### src/rtl/epm_consts.svh
// constants for the exception priority map
`ifndef EPM_CONSTS_SVH
`define EPM_CONSTS_SVH

// vector positions
`define EPM_VEC_STACK_TOP   8'h00
`define EPM_VEC_RESET       8'h01
`define EPM_VEC_NMI         8'h02
`define EPM_VEC_HARD_FAULT  8'h03
`define EPM_VEC_MEM_MANAGE  8'h04
`define EPM_VEC_BUS_FAULT   8'h05
`define EPM_VEC_USAGE_FAULT 8'h06
`define EPM_VEC_SUPV_CALL   8'h0B
`define EPM_VEC_DEBUG_MON   8'h0C
`define EPM_VEC_PEND_SVC    8'h0E
`define EPM_VEC_SYS_TICK    8'h0F
`define EPM_VEC_IRQ_BASE    8'h10

// signed effective priorities, 5 bits: fixed ones sit below settable 0
`define EPM_PRI_RESET       5'h1D
`define EPM_PRI_NMI         5'h1E
`define EPM_PRI_HARD_FAULT  5'h1F
`define EPM_PRI_NONE        5'h0F
`define EPM_PRI_RESET_VAL   3'h0

// implemented interrupt lines (bits 8,9,13,26,27,30,31 reserved)
`define EPM_IRQ_IMPL_MASK   32'h33FF_DCFF

// system handler slots
`define EPM_SYS_MEM         0
`define EPM_SYS_BUS         1
`define EPM_SYS_USAGE       2
`define EPM_SYS_SVC         3
`define EPM_SYS_DBG         4
`define EPM_SYS_PEND        5
`define EPM_SYS_TICK        6

`endif

### src/rtl/epm_pkg.sv
// types for the exception priority map
package epm_pkg;

    typedef enum logic [2:0] {
        EPM_ST_RESET  = 3'b001,
        EPM_ST_THREAD = 3'b010,
        EPM_ST_ACTIVE = 3'b100
    } epm_state_t;

    typedef struct packed {
        epm_state_t  state;
        logic [31:0] irq_pend;
        logic [6:0]  sys_pend;
        logic        nmi_pend;
        logic        hf_pend;
        logic [4:0]  cur_pri;
        logic        take_valid;
        logic [7:0]  take_vec;
        logic [4:0]  take_pri;
        logic        load_sp;
    } epm_reg_t;

endpackage

### src/rtl/epm_exception_priority_map.sv
// exception and interrupt prioritisation for the processor core
`timescale 1ns/1ps
`include "epm_consts.svh"
module epm_exception_priority_map
    import epm_pkg::*;
#(
    parameter int NUM_IRQ = 32,
    parameter int PRI_W   = 3
)(
    // clock and reset
    input  wire logic                   i_mclk,
    input  wire logic                   i_nrst,
    // peripheral interrupt lines
    input  wire logic [NUM_IRQ-1:0]     i_irq,
    input  wire logic [NUM_IRQ-1:0]     i_irq_en,
    input  wire logic [NUM_IRQ*PRI_W-1:0] i_irq_pri,
    // system exception sources
    input  wire logic                   i_nmi_set_wr,
    input  wire logic                   i_mem_fault,
    input  wire logic                   i_bus_fault,
    input  wire logic                   i_bus_fault_en,
    input  wire logic                   i_mem_fault_en,
    input  wire logic                   i_usage_fault_en,
    input  wire logic                   i_usage_fault,
    input  wire logic                   i_supervisor_call,
    input  wire logic                   i_debug_mon_req,
    input  wire logic                   i_debug_mon_en,
    input  wire logic                   i_halted,
    input  wire logic                   i_pend_svc_set_wr,
    input  wire logic                   i_system_tick,
    input  wire logic [7*PRI_W-1:0]     i_sys_pri,
    // core handshake
    input  wire logic                   i_take_ack,
    input  wire logic                   i_exc_return,
    input  wire logic [4:0]             i_ret_pri,
    // to the core
    output logic                        o_take_valid,
    output logic [7:0]                  o_take_vec,
    output logic [4:0]                  o_take_pri,
    output logic [4:0]                  o_cur_pri,
    output logic                        o_load_sp,
    output logic [NUM_IRQ-1:0]          o_irq_pend
);

    // ==========================================================
    // helpers
    // ==========================================================
    // settable level widened to the signed effective scale
    function automatic logic [4:0] widen(input logic [PRI_W-1:0] p);
        widen = {{(5-PRI_W){1'b0}}, p};
    endfunction

    // signed compare: a strictly more urgent than b
    function automatic logic more_urgent(input logic [4:0] a, input logic [4:0] b);
        more_urgent = $signed(a) < $signed(b);
    endfunction

    epm_reg_t r_ff;
    epm_reg_t nxt_r;

    logic [PRI_W-1:0] sys_lvl [7];
    logic [PRI_W-1:0] irq_lvl [NUM_IRQ];
    logic [7:0]       sys_vec [7];
    logic [6:0]       sys_ok;
    logic [6:0]       sys_set;

    assign sys_vec[`EPM_SYS_MEM]   = `EPM_VEC_MEM_MANAGE;
    assign sys_vec[`EPM_SYS_BUS]   = `EPM_VEC_BUS_FAULT;
    assign sys_vec[`EPM_SYS_USAGE] = `EPM_VEC_USAGE_FAULT;
    assign sys_vec[`EPM_SYS_SVC]   = `EPM_VEC_SUPV_CALL;
    assign sys_vec[`EPM_SYS_DBG]   = `EPM_VEC_DEBUG_MON;
    assign sys_vec[`EPM_SYS_PEND]  = `EPM_VEC_PEND_SVC;
    assign sys_vec[`EPM_SYS_TICK]  = `EPM_VEC_SYS_TICK;

    // settable levels read as their reset default until the reset
    // activation has been handed over to the core
    genvar g;
    generate
        for (g = 0; g < 7; g++)
        begin : g_sys
            assign sys_lvl[g] = (r_ff.state == EPM_ST_RESET) ?
                                PRI_W'(`EPM_PRI_RESET_VAL) :
                                i_sys_pri[g*PRI_W +: PRI_W];
        end
        for (g = 0; g < NUM_IRQ; g++)
        begin : g_irq
            assign irq_lvl[g] = (r_ff.state == EPM_ST_RESET) ?
                                PRI_W'(`EPM_PRI_RESET_VAL) :
                                i_irq_pri[g*PRI_W +: PRI_W];
        end
    endgenerate

    // a fault whose handler is off or too weak escalates to hard fault
    assign sys_ok[`EPM_SYS_MEM]   = i_mem_fault_en;
    assign sys_ok[`EPM_SYS_BUS]   = i_bus_fault_en;
    assign sys_ok[`EPM_SYS_USAGE] = i_usage_fault_en;
    assign sys_ok[`EPM_SYS_SVC]   = 1'b1;
    assign sys_ok[`EPM_SYS_DBG]   = i_debug_mon_en & ~i_halted;
    assign sys_ok[`EPM_SYS_PEND]  = 1'b1;
    assign sys_ok[`EPM_SYS_TICK]  = 1'b1;

    assign sys_set[`EPM_SYS_MEM]   = i_mem_fault;
    assign sys_set[`EPM_SYS_BUS]   = i_bus_fault;
    assign sys_set[`EPM_SYS_USAGE] = i_usage_fault;
    assign sys_set[`EPM_SYS_SVC]   = i_supervisor_call;
    assign sys_set[`EPM_SYS_DBG]   = i_debug_mon_req;
    assign sys_set[`EPM_SYS_PEND]  = i_pend_svc_set_wr;
    assign sys_set[`EPM_SYS_TICK]  = i_system_tick;

    // ==========================================================
    // next state
    // ==========================================================
    always_comb
    begin
        logic [4:0] best_pri;
        logic [7:0] best_vec;
        logic       found;
        logic [4:0] p;
        logic [NUM_IRQ-1:0] irq_clr;
        logic [6:0] sys_clr;
        logic       nmi_clr;
        logic       hf_clr;
        logic       fault_esc;
        logic [6:0] sys_esc;
        best_pri  = `EPM_PRI_NONE;
        best_vec  = `EPM_VEC_STACK_TOP;
        found     = 1'b0;
        p         = `EPM_PRI_NONE;
        irq_clr   = '0;
        sys_clr   = '0;
        nmi_clr   = 1'b0;
        hf_clr    = 1'b0;
        fault_esc = 1'b0;
        sys_esc   = '0;
        nxt_r     = r_ff;
        nxt_r.load_sp = 1'b0;

        // faults that cannot reach their own handler go to hard fault
        for (int i = `EPM_SYS_MEM; i <= `EPM_SYS_USAGE; i++)
        begin
            if (sys_set[i] &&
                (!sys_ok[i] || !more_urgent(widen(sys_lvl[i]), r_ff.cur_pri)))
            begin
                fault_esc  = 1'b1;
                sys_esc[i] = 1'b1;
            end
        end

        // arbitration: scan in rising vector order, strict compare keeps
        // the lower position on a tie
        if (r_ff.nmi_pend)
        begin
            best_pri = `EPM_PRI_NMI;
            best_vec = `EPM_VEC_NMI;
            found    = 1'b1;
        end
        if (r_ff.hf_pend && more_urgent(`EPM_PRI_HARD_FAULT, best_pri))
        begin
            best_pri = `EPM_PRI_HARD_FAULT;
            best_vec = `EPM_VEC_HARD_FAULT;
            found    = 1'b1;
        end
        for (int i = 0; i < 7; i++)
        begin
            p = widen(sys_lvl[i]);
            if (r_ff.sys_pend[i] && sys_ok[i] && more_urgent(p, best_pri))
            begin
                best_pri = p;
                best_vec = sys_vec[i];
                found    = 1'b1;
            end
        end
        for (int i = 0; i < NUM_IRQ; i++)
        begin
            p = widen(irq_lvl[i]);
            if (r_ff.irq_pend[i] && i_irq_en[i] && more_urgent(p, best_pri))
            begin
                best_pri = p;
                best_vec = `EPM_VEC_IRQ_BASE + 8'(i);
                found    = 1'b1;
            end
        end

        case (r_ff.state)
            EPM_ST_RESET:
            begin
                // stack top fetched before the reset handler runs
                nxt_r.load_sp    = 1'b1;
                nxt_r.take_valid = 1'b1;
                nxt_r.take_vec   = `EPM_VEC_RESET;
                nxt_r.take_pri   = `EPM_PRI_RESET;
                nxt_r.cur_pri    = `EPM_PRI_RESET;
                if (r_ff.take_valid && i_take_ack)
                begin
                    nxt_r.take_valid = 1'b0;
                    nxt_r.load_sp    = 1'b0;
                    nxt_r.cur_pri    = `EPM_PRI_NONE;
                    nxt_r.state      = EPM_ST_THREAD;
                end
            end
            EPM_ST_THREAD, EPM_ST_ACTIVE:
            begin
                if (r_ff.take_valid && i_take_ack)
                begin
                    nxt_r.cur_pri    = r_ff.take_pri;
                    nxt_r.take_valid = 1'b0;
                    nxt_r.state      = EPM_ST_ACTIVE;
                    if (r_ff.take_vec == `EPM_VEC_NMI)
                        nmi_clr = 1'b1;
                    else if (r_ff.take_vec == `EPM_VEC_HARD_FAULT)
                        hf_clr = 1'b1;
                    else if (r_ff.take_vec >= `EPM_VEC_IRQ_BASE)
                        irq_clr[5'(r_ff.take_vec - `EPM_VEC_IRQ_BASE)] = 1'b1;
                    else
                    begin
                        for (int i = 0; i < 7; i++)
                            if (sys_vec[i] == r_ff.take_vec)
                                sys_clr[i] = 1'b1;
                    end
                end
                else
                begin
                    if (i_exc_return)
                    begin
                        nxt_r.cur_pri = i_ret_pri;
                        if (i_ret_pri == `EPM_PRI_NONE)
                            nxt_r.state = EPM_ST_THREAD;
                    end
                    // offer only what would preempt; debug monitor and the
                    // rest never activate below the current level
                    nxt_r.take_valid = found && more_urgent(best_pri, r_ff.cur_pri);
                    nxt_r.take_vec   = best_vec;
                    nxt_r.take_pri   = best_pri;
                end
            end
            default:
            begin
                nxt_r.state = EPM_ST_RESET;
            end
        endcase

        // sticky pending: a new request in the take cycle survives
        nxt_r.irq_pend = (r_ff.irq_pend & ~irq_clr)
                       | (i_irq & NUM_IRQ'(`EPM_IRQ_IMPL_MASK));
        // an escalated fault is not left pending in its own slot, or it
        // would fire a second time once its handler is enabled again
        nxt_r.sys_pend = (r_ff.sys_pend & ~sys_clr) | (sys_set & ~sys_esc);
        nxt_r.nmi_pend = (r_ff.nmi_pend & ~nmi_clr) | i_nmi_set_wr;
        nxt_r.hf_pend  = (r_ff.hf_pend & ~hf_clr) | fault_esc;
    end

    // ==========================================================
    // state register
    // ==========================================================
    always_ff @(posedge i_mclk)
    begin
        if (!i_nrst)
        begin
            r_ff.state      <= EPM_ST_RESET;
            r_ff.irq_pend   <= '0;
            r_ff.sys_pend   <= '0;
            r_ff.nmi_pend   <= 1'b0;
            r_ff.hf_pend    <= 1'b0;
            r_ff.cur_pri    <= `EPM_PRI_RESET;
            r_ff.take_valid <= 1'b0;
            r_ff.take_vec   <= `EPM_VEC_STACK_TOP;
            r_ff.take_pri   <= `EPM_PRI_RESET;
            r_ff.load_sp    <= 1'b0;
        end
        else
        begin
            r_ff <= nxt_r;
        end
    end

    assign o_take_valid = r_ff.take_valid;
    assign o_take_vec   = r_ff.take_vec;
    assign o_take_pri   = r_ff.take_pri;
    assign o_cur_pri    = r_ff.cur_pri;
    assign o_load_sp    = r_ff.load_sp;
    assign o_irq_pend   = r_ff.irq_pend;

endmodule // epm_exception_priority_map

### config.mk
export PLATFORM = sky130hd
export DESIGN_NAME = epm_exception_priority_map
export DESIGN_NICKNAME = d
export VERILOG_FILES = /design/src/rtl/epm_pkg.sv /design/src/rtl/epm_exception_priority_map.sv
export VERILOG_INCLUDE_DIRS = /design/src /design/src/rtl
export SDC_FILE = /design/constraint.sdc
export NUM_CORES = 1
export LEC_CHECK = 0
export ABC_AREA = 1
export BUFFER_PORTS_ARGS = -buffer_cell sky130_fd_sc_hd__buf_2
export CORE_MARGIN = 2
export CORE_UTILIZATION = 49
export DETAILED_ROUTE_END_ITERATION = 16
export PLACE_DENSITY = 0.85
export SYNTH_ARGS = -nofsm -noshare
export SYNTH_HDL_FRONTEND = slang
export SYNTH_SLANG_ARGS = --single-unit
### constraint.sdc
create_clock -name i_mclk -period 39.1 [get_ports i_mclk]
set_input_delay 3.91 -clock i_mclk [delete_from_list [all_inputs] [get_ports i_mclk]]
set_output_delay 3.91 -clock i_mclk [all_outputs]
set_load 0.01 [all_outputs]
Word-level counts from Yosys, hierarchy flattened
Cells that the tools add are included.
W data, S select, Z words.
{ "totals": {"reg_bits": 64, "input_bits": 203, "out_inout_bits": 52, "wordCells": 392} }
{ "op_classes": {"addsub": 1, "magnitude_cmp": 47, "eq_ne": 17, "mux": 204, "n_bitwise": 16, "reduce_logical": 97} }
{ "ops": {"columns": ["cell", "n"], "rows": [
  ["$mux W8", 40],
  ["$lt A4 B5 Y1", 42],
  ["$mux W5", 42],
  ["$mux W32", 5],
  ["$mux W3", 43],
  ["$logic_and A1 B1 Y1", 82],
  ["$mux W1", 62],
  ["$pmux W19 S2", 1],
  ["$mux W7", 5],
  ["$and A32 B32 Y32", 1],
  ["$eq A4 B8 Y1 const A", 4],
  ["$not A32 Y32", 1],
  ["$or A32 B30 Y32", 1],
  ["$eq A3 B8 Y1 const A", 3],
  ["$eq A8 B2 Y1 const B", 2],
  ["$and A7 B7 Y7", 2],
  ["$mux W13", 1],
  ["$mux W6", 2],
  ["$ge A8 B5 Y1 const B", 1],
  ["$not A3 Y7", 1],
  ["$not A7 Y7", 1],
  ["$or A7 B7 Y7", 1],
  ["$logic_not A1 Y1", 6],
  ["$lt A5 B6 Y1 const B", 1],
  ["other kinds (22)", 32]
]} }

Depth between registers and ports, before layout
{ "logic_depth": {"depth_word": 125, "depth_mapped": 286, "ltp_nobuf": 284} }

Worst setup path before layout
Ideal clock, no wire load.
{ "synth_timing": {"kind": "input-to-reg", "startpoint": "input port i_mem_fault_en", "endpoint": "register r_ff, in the netlist o_take_valid", "setup_time_ns": 0.128, "t_arrival_ns": 23.329, "t_required_ns": 38.972, "path_slack_ns": 15.643, "path_stages": 263, "n_path_buf": 2, "path_cell_list": "nand2_4 nor2_4 nand2_1 nand2_1 nand2_1 nand2_1 nand2_4 nand2_4 nand2_2 nand2_1 nand2_1 nand2_1 inv_2 nand2_4 nand2_4 nand2_1 nand3_1 nand2_1 (+227 left out) nand2_1 nand2_1 inv_1 ha_1 nand2_1 inv_1 o21ai_2 nand3_4 nand2_1 o21ai_2 ha_1 a21oi_1 o21a_1 nand3_1 nand3_1 nand2_1 nand2_1 a21oi_1"} }
{ "synth_via": {"elab_chain_len": 121, "elab_cells_between_ends": 160, "classes_between": "order compare (39); mux (80); reduce/logical (41)"} }
{ "synth_rtl": {"columns": ["item", "line", "rtl"], "rows": [
  ["start, declared", "epm_exception_priority_map.sv:22", "input wire logic i_mem_fault_en,"],
  ["$logic_and A1 B1 Y1 * (2 in a row)", "epm_exception_priority_map.sv:166", "if (r_ff.sys_pend[i] && sys_ok[i] && more_urgent(p, best_pri))"],
  ["$mux W5", "epm_exception_priority_map.sv:166", null],
  ["$lt A4 B5 Y1", "epm_exception_priority_map.sv:55", "more_urgent = $signed(a) < $signed(b);"],
  ["$logic_and A1 B1 Y1", "epm_exception_priority_map.sv:166", null],
  ["$mux W5", "epm_exception_priority_map.sv:166", null],
  ["$lt A4 B5 Y1", "epm_exception_priority_map.sv:55", null],
  ["$logic_and A1 B1 Y1", "epm_exception_priority_map.sv:166", null],
  ["$mux W5", "epm_exception_priority_map.sv:166", null],
  ["(+104 left out)", null, null],
  ["$mux W5", "epm_exception_priority_map.sv:176", "if (r_ff.irq_pend[i] && i_irq_en[i] && more_urgent(p, best_pri))"],
  ["$lt A4 B5 Y1", "epm_exception_priority_map.sv:55", null],
  ["$logic_and A1 B1 Y1", "epm_exception_priority_map.sv:176", null],
  ["$mux W5", "epm_exception_priority_map.sv:176", null],
  ["$lt A5 B5 Y1", "epm_exception_priority_map.sv:55", null],
  ["$logic_and A1 B1 Y1 *", "epm_exception_priority_map.sv:231", "nxt_r.take_valid = found && more_urgent(best_pri, r_ff.cur_pri);"],
  ["$mux W6 *", "epm_exception_priority_map.sv:203", "if (r_ff.take_valid && i_take_ack)"],
  ["$pmux W19 S2 *", "epm_exception_priority_map.sv:184", "case (r_ff.state)"],
  ["end signal, assigned", "epm_exception_priority_map.sv:272", "r_ff <= nxt_r;"],
  ["end, declared", "epm_exception_priority_map.sv:58", "epm_reg_t r_ff;"]
]} }
Every way passes the cells marked *; elsewhere a longest branch is shown, timed or not.
A chain may end at the register's enable or synchronous reset.

Final worst setup path
Ends and elaborated chain as after synthesis.

==> flow_results.org <==
** Routing
- Number of DRC violations after detailed-routing iteration 0 :: 666
- Number of routed nets with antenna violations :: 0
- Drt drc :: 0
- The first detailed-routing pass took 6 iterations.
- Summing over every cut layer, the via total after detailed routing is roughly 12000.
- Vias per std cell :: 5.14
- Drt total wl :: ~30000 µm
- Average wire per standard cell :: ~13 µm

** Worst setup path
- Together, buffers and inverters on the worst path number 44.
- Signal arrival time at the worst endpoint :: ~27 ns
- For this design, the slowest cell found on the critical path is o21ai_0.
- On the worst path, the slowest cell contributes a delay of 0.34 ns.
- STA classifies the critical path endpoint as a flop.
- In this run the worst path has a maximum fanout of 11.
- The kind of cell with the highest combined delay along the critical path is simple AND/OR/NAND/NOR gates.
- For the worst setup path, the data required time is between 30 and 40 ns.
- For flop-to-flop paths, the worst setup slack is 14.51 ns.
- Critical path launch point type :: primary input
- Counting stages on the worst path, the most repeated cell is nand2_4.
- The critical path is of the in -> reg type.

** STA
- Based on the critical path, the design can be clocked at up to 37.3 MHz.
- The final count of pins violating max slew was 0.
- Worst hold-check slack :: 0.479 ns
- Setup violation total in the final timing report :: 0
- Worst Tran Pin Value :: 0.903 ns
- Worst Clk Skew :: approximately 0.011 ns
- After routing, the total negative slack on setup checks comes to 0 ns.
- Minimum clock period :: roughly 27 ns
- Hold Fails Final Rpt :: 0
- RSZ-0062 raised after global routing :: false
- Smallest setup slack after layout :: 12.29 ns
- Slew Limit Headroom :: 39.3%
- Share of the clock period used by the worst path :: a little under 70%

** Floorplanning
- Top-level port count :: 255
- Once the floorplan was initialized, standard cells occupied 50.2% of the core.
- Die width :: ~150 µm
- The floorplan step defined a die boundary enclosing 22000 µm².
- The floorplan has 52 rows.
- After floorplanning, the core was sized to cover 20400 µm².
- Measured along the y axis, the die boundary spans roughly 150 µm.

** Yosys
- After synthesis, the netlist uses 49 different library cells.
- For this run, the leading register cell type out of synthesis is dfxtp_1.
- After synthesis, flip-flops and latches occupy between 10% and 20% of the total area.
- The mapped netlist covers 10200 µm².
- After synthesis, the mean cell area works out to 5.44 µm².
- Synth warnings :: 0
- After synthesis the netlist holds a flip-flop and latch count of 62.
- In this run, synthesis inferred 0 flip-flops with an integrated enable.
- Ys async rst share :: 0%
- In the synthesized netlist, the number of instances is 1879.

** Flow run
- Max-capacitance violation count :: 0

** Place
- At the end of routability-driven placement, the weighted congestion stood at 0.960.
- Number of buffer cells added on primary ports :: about 250
- Worst Setup Slack post-DPL :: ~12 ns
- HPWL Detailed :: 24600 µm

** CTS
- In this run the clock root is driven by a clkbuf_16.
- TritonCTS built the clock tree.
- CTS saw 62 sinks.
- No sink is reached through more buffers than the 2 on the longest clock path.
- Clock latency on the worst-skew pair, taken at its later pin, is 0.34 ns.
- Post-CTS Resized :: 0
- Hold Buf Count CTS :: 0
- Deepest level of the CTS H-tree :: 3
- Number of buffers created by CTS :: 9
- After clock tree synthesis, the clock-pin slew on the worst setup and hold paths is around 0.070 ns.
- In this run the post-CTS setup repair buffer count came out at 0.

** Global routing
- First-pass GRT wire length :: 48800 µm
- Maximum number of pins on one net before global-route repair :: 86
- Global routing used 26.4% of the available tracks across all layers.
- Total congestion overflow after global routing :: 0
- The number of antenna violations at the first check in global routing was 0.
- Number of global-route vias before repair :: around 11000

** Power
- Power spread over the standard cell area amounts to 56.1 nW/µm².
- For this design the static power due to leakage is 0.00737 µW.
- Total chip power :: 644 µW
- Worst voltage drop across the vdd grid :: 50.0 µV

** Cells and area
- Diodes inserted :: 0
- In the final design database the tool counted roughly 2300 nets.
- Layout overhead on the synthesized area :: 12.3%
- After filler insertion, the fill cell instance count of the layout stands at 2036.
- Layout cell share with drive strength beyond 1 :: 24.6%

** Worst hold path
- The worst hold path belongs to the class reg -> reg.

** Status
- Run status :: completed
## cells in the mapped netlist, types with 3 or more instances
cell       number  area share, %
o221ai_1        3           0.26
nand3_1       347             17
nand2_1       593             22
nand4_1        14           0.86
o2111ai_1       3           0.26
inv_1         274             10
inv_2          51            1.9
o211ai_1        6           0.44
nand2_2        94            5.8
clkinv_2        3           0.15
nor2_2          5           0.31
ha_1           13            1.6
buf_6           4           0.44
a21oi_1        61            3.0
clkbuf_8       13            1.8
o21ai_0        47            2.3
nand2_4        77            8.5
o21ai_1        10           0.49
inv_4           3           0.18
dfxtp_1        62             12
nor2_4          3           0.33
o21bai_1        4           0.29
clkbuf_1        7           0.26
nor3_1         12           0.59
nor2_1         91            3.3
buf_4          50            3.7
## worst paths after layout
| check | cells after the start | from | to |
|---|---|---|---|
| worst max-delay path | 258 | i_mem_fault_en | o_take_valid |
| worst min-delay path | 2 | r_ff[27] | r_ff[27] |
| worst max register to register | 260 | r_ff[62] | o_take_valid |
| worst min register to register | 2 | r_ff[27] | r_ff[27] |
## metal layers
| layer | routed length [µm] | GRT usage [%] | up-vias |
|---|---|---|---|
| met1 | 12900 | 33.3 | 5314 |
| met5 | 0 | 0 | - |
| met2 | 14100 | 46.4 | 389 |
| met4 | 880 | 9.14 | 0 |
| li1 | - | - | 6246 |
| met3 | 1950 | 3.07 | 67 |
## report_power, final
group / internal (µW) / switching (µW)
logic: 158 / 317
clock network: 56.0 / 32.3
registers: 72.0 / 8.84
## flip-flops by register name, summed over array words and instances (netlist names)
register      flops
r_ff             12
o_irq_pend       32
o_load_sp         1
o_cur_pri         5
o_take_valid      1
o_take_vec        6
o_take_pri        5
## worst min-delay path: stages, from the launching register on
cell and delay, ns:
dfxtp_1 0.31, o21ai_0 0.07, a21oi_1 0.06
## per-stage QoR
| step | area (µm²) | cells | utilization [%] |
|---|---|---|---|
| after floorplan | 10200 | 1880 | - |
| after global placement | 11100 | 2321 | 54.7 |
| after detailed placement | 11100 | 2321 | 54.7 |
| after CTS | 11500 | 2337 | 56.3 |
| after global routing | 11500 | 2337 | 56.3 |
| final | 11500 | 2337 | 56.3 |
## cells in the final DEF, fill, tap and decap left out, types with 3 or more instances in the layout
cell type / n
ha_1: 13
o21ai_1: 10
a21oi_1: 61
clkinv_2: 5
dfxtp_1: 62
nor2_4: 3
o211ai_1: 6
o21ai_0: 47
nand2_1: 593
o2111ai_1: 3
inv_4: 3
nand4_1: 14
inv_2: 51
o221ai_1: 3
clkbuf_16: 9
nor2_1: 91
buf_2: 245
nand3_1: 347
nor2_2: 5
nand2_2: 94
nand2_4: 77
nor3_1: 12
o21bai_1: 4
inv_1: 274
## logic make-up (layout without fill, tap and decap cells)
logic type | Yosys count | count (layout) | share of synthesized area [%]
AOI/OAI and AO/OA | 150 | 150 | 8.34
and+or+nand+nor | 1245 | 1245 | 59.2
buffers and inverters | 408 | 595 | 18.7
DFF | 62 | 62 | 12.1
other | 1 | 2 | 0.0367
adders and majority gates | 13 | 13 | 1.59
## area by class of cell
cell class / count / area [µm²] / area share (%)
multi-input combinational: 1410 / 7070 / 61.6
tap: 270 / 338 / 2.95
inverter: 332 / 1260 / 11.0
clock buffer: 9 / 225 / 1.96
clock inverter: 7 / 95.1 / 0.829
timing repair buffer: 247 / 1240 / 10.8
sequential: 62 / 1240 / 10.8
Power figures use the tool's default switching activity.
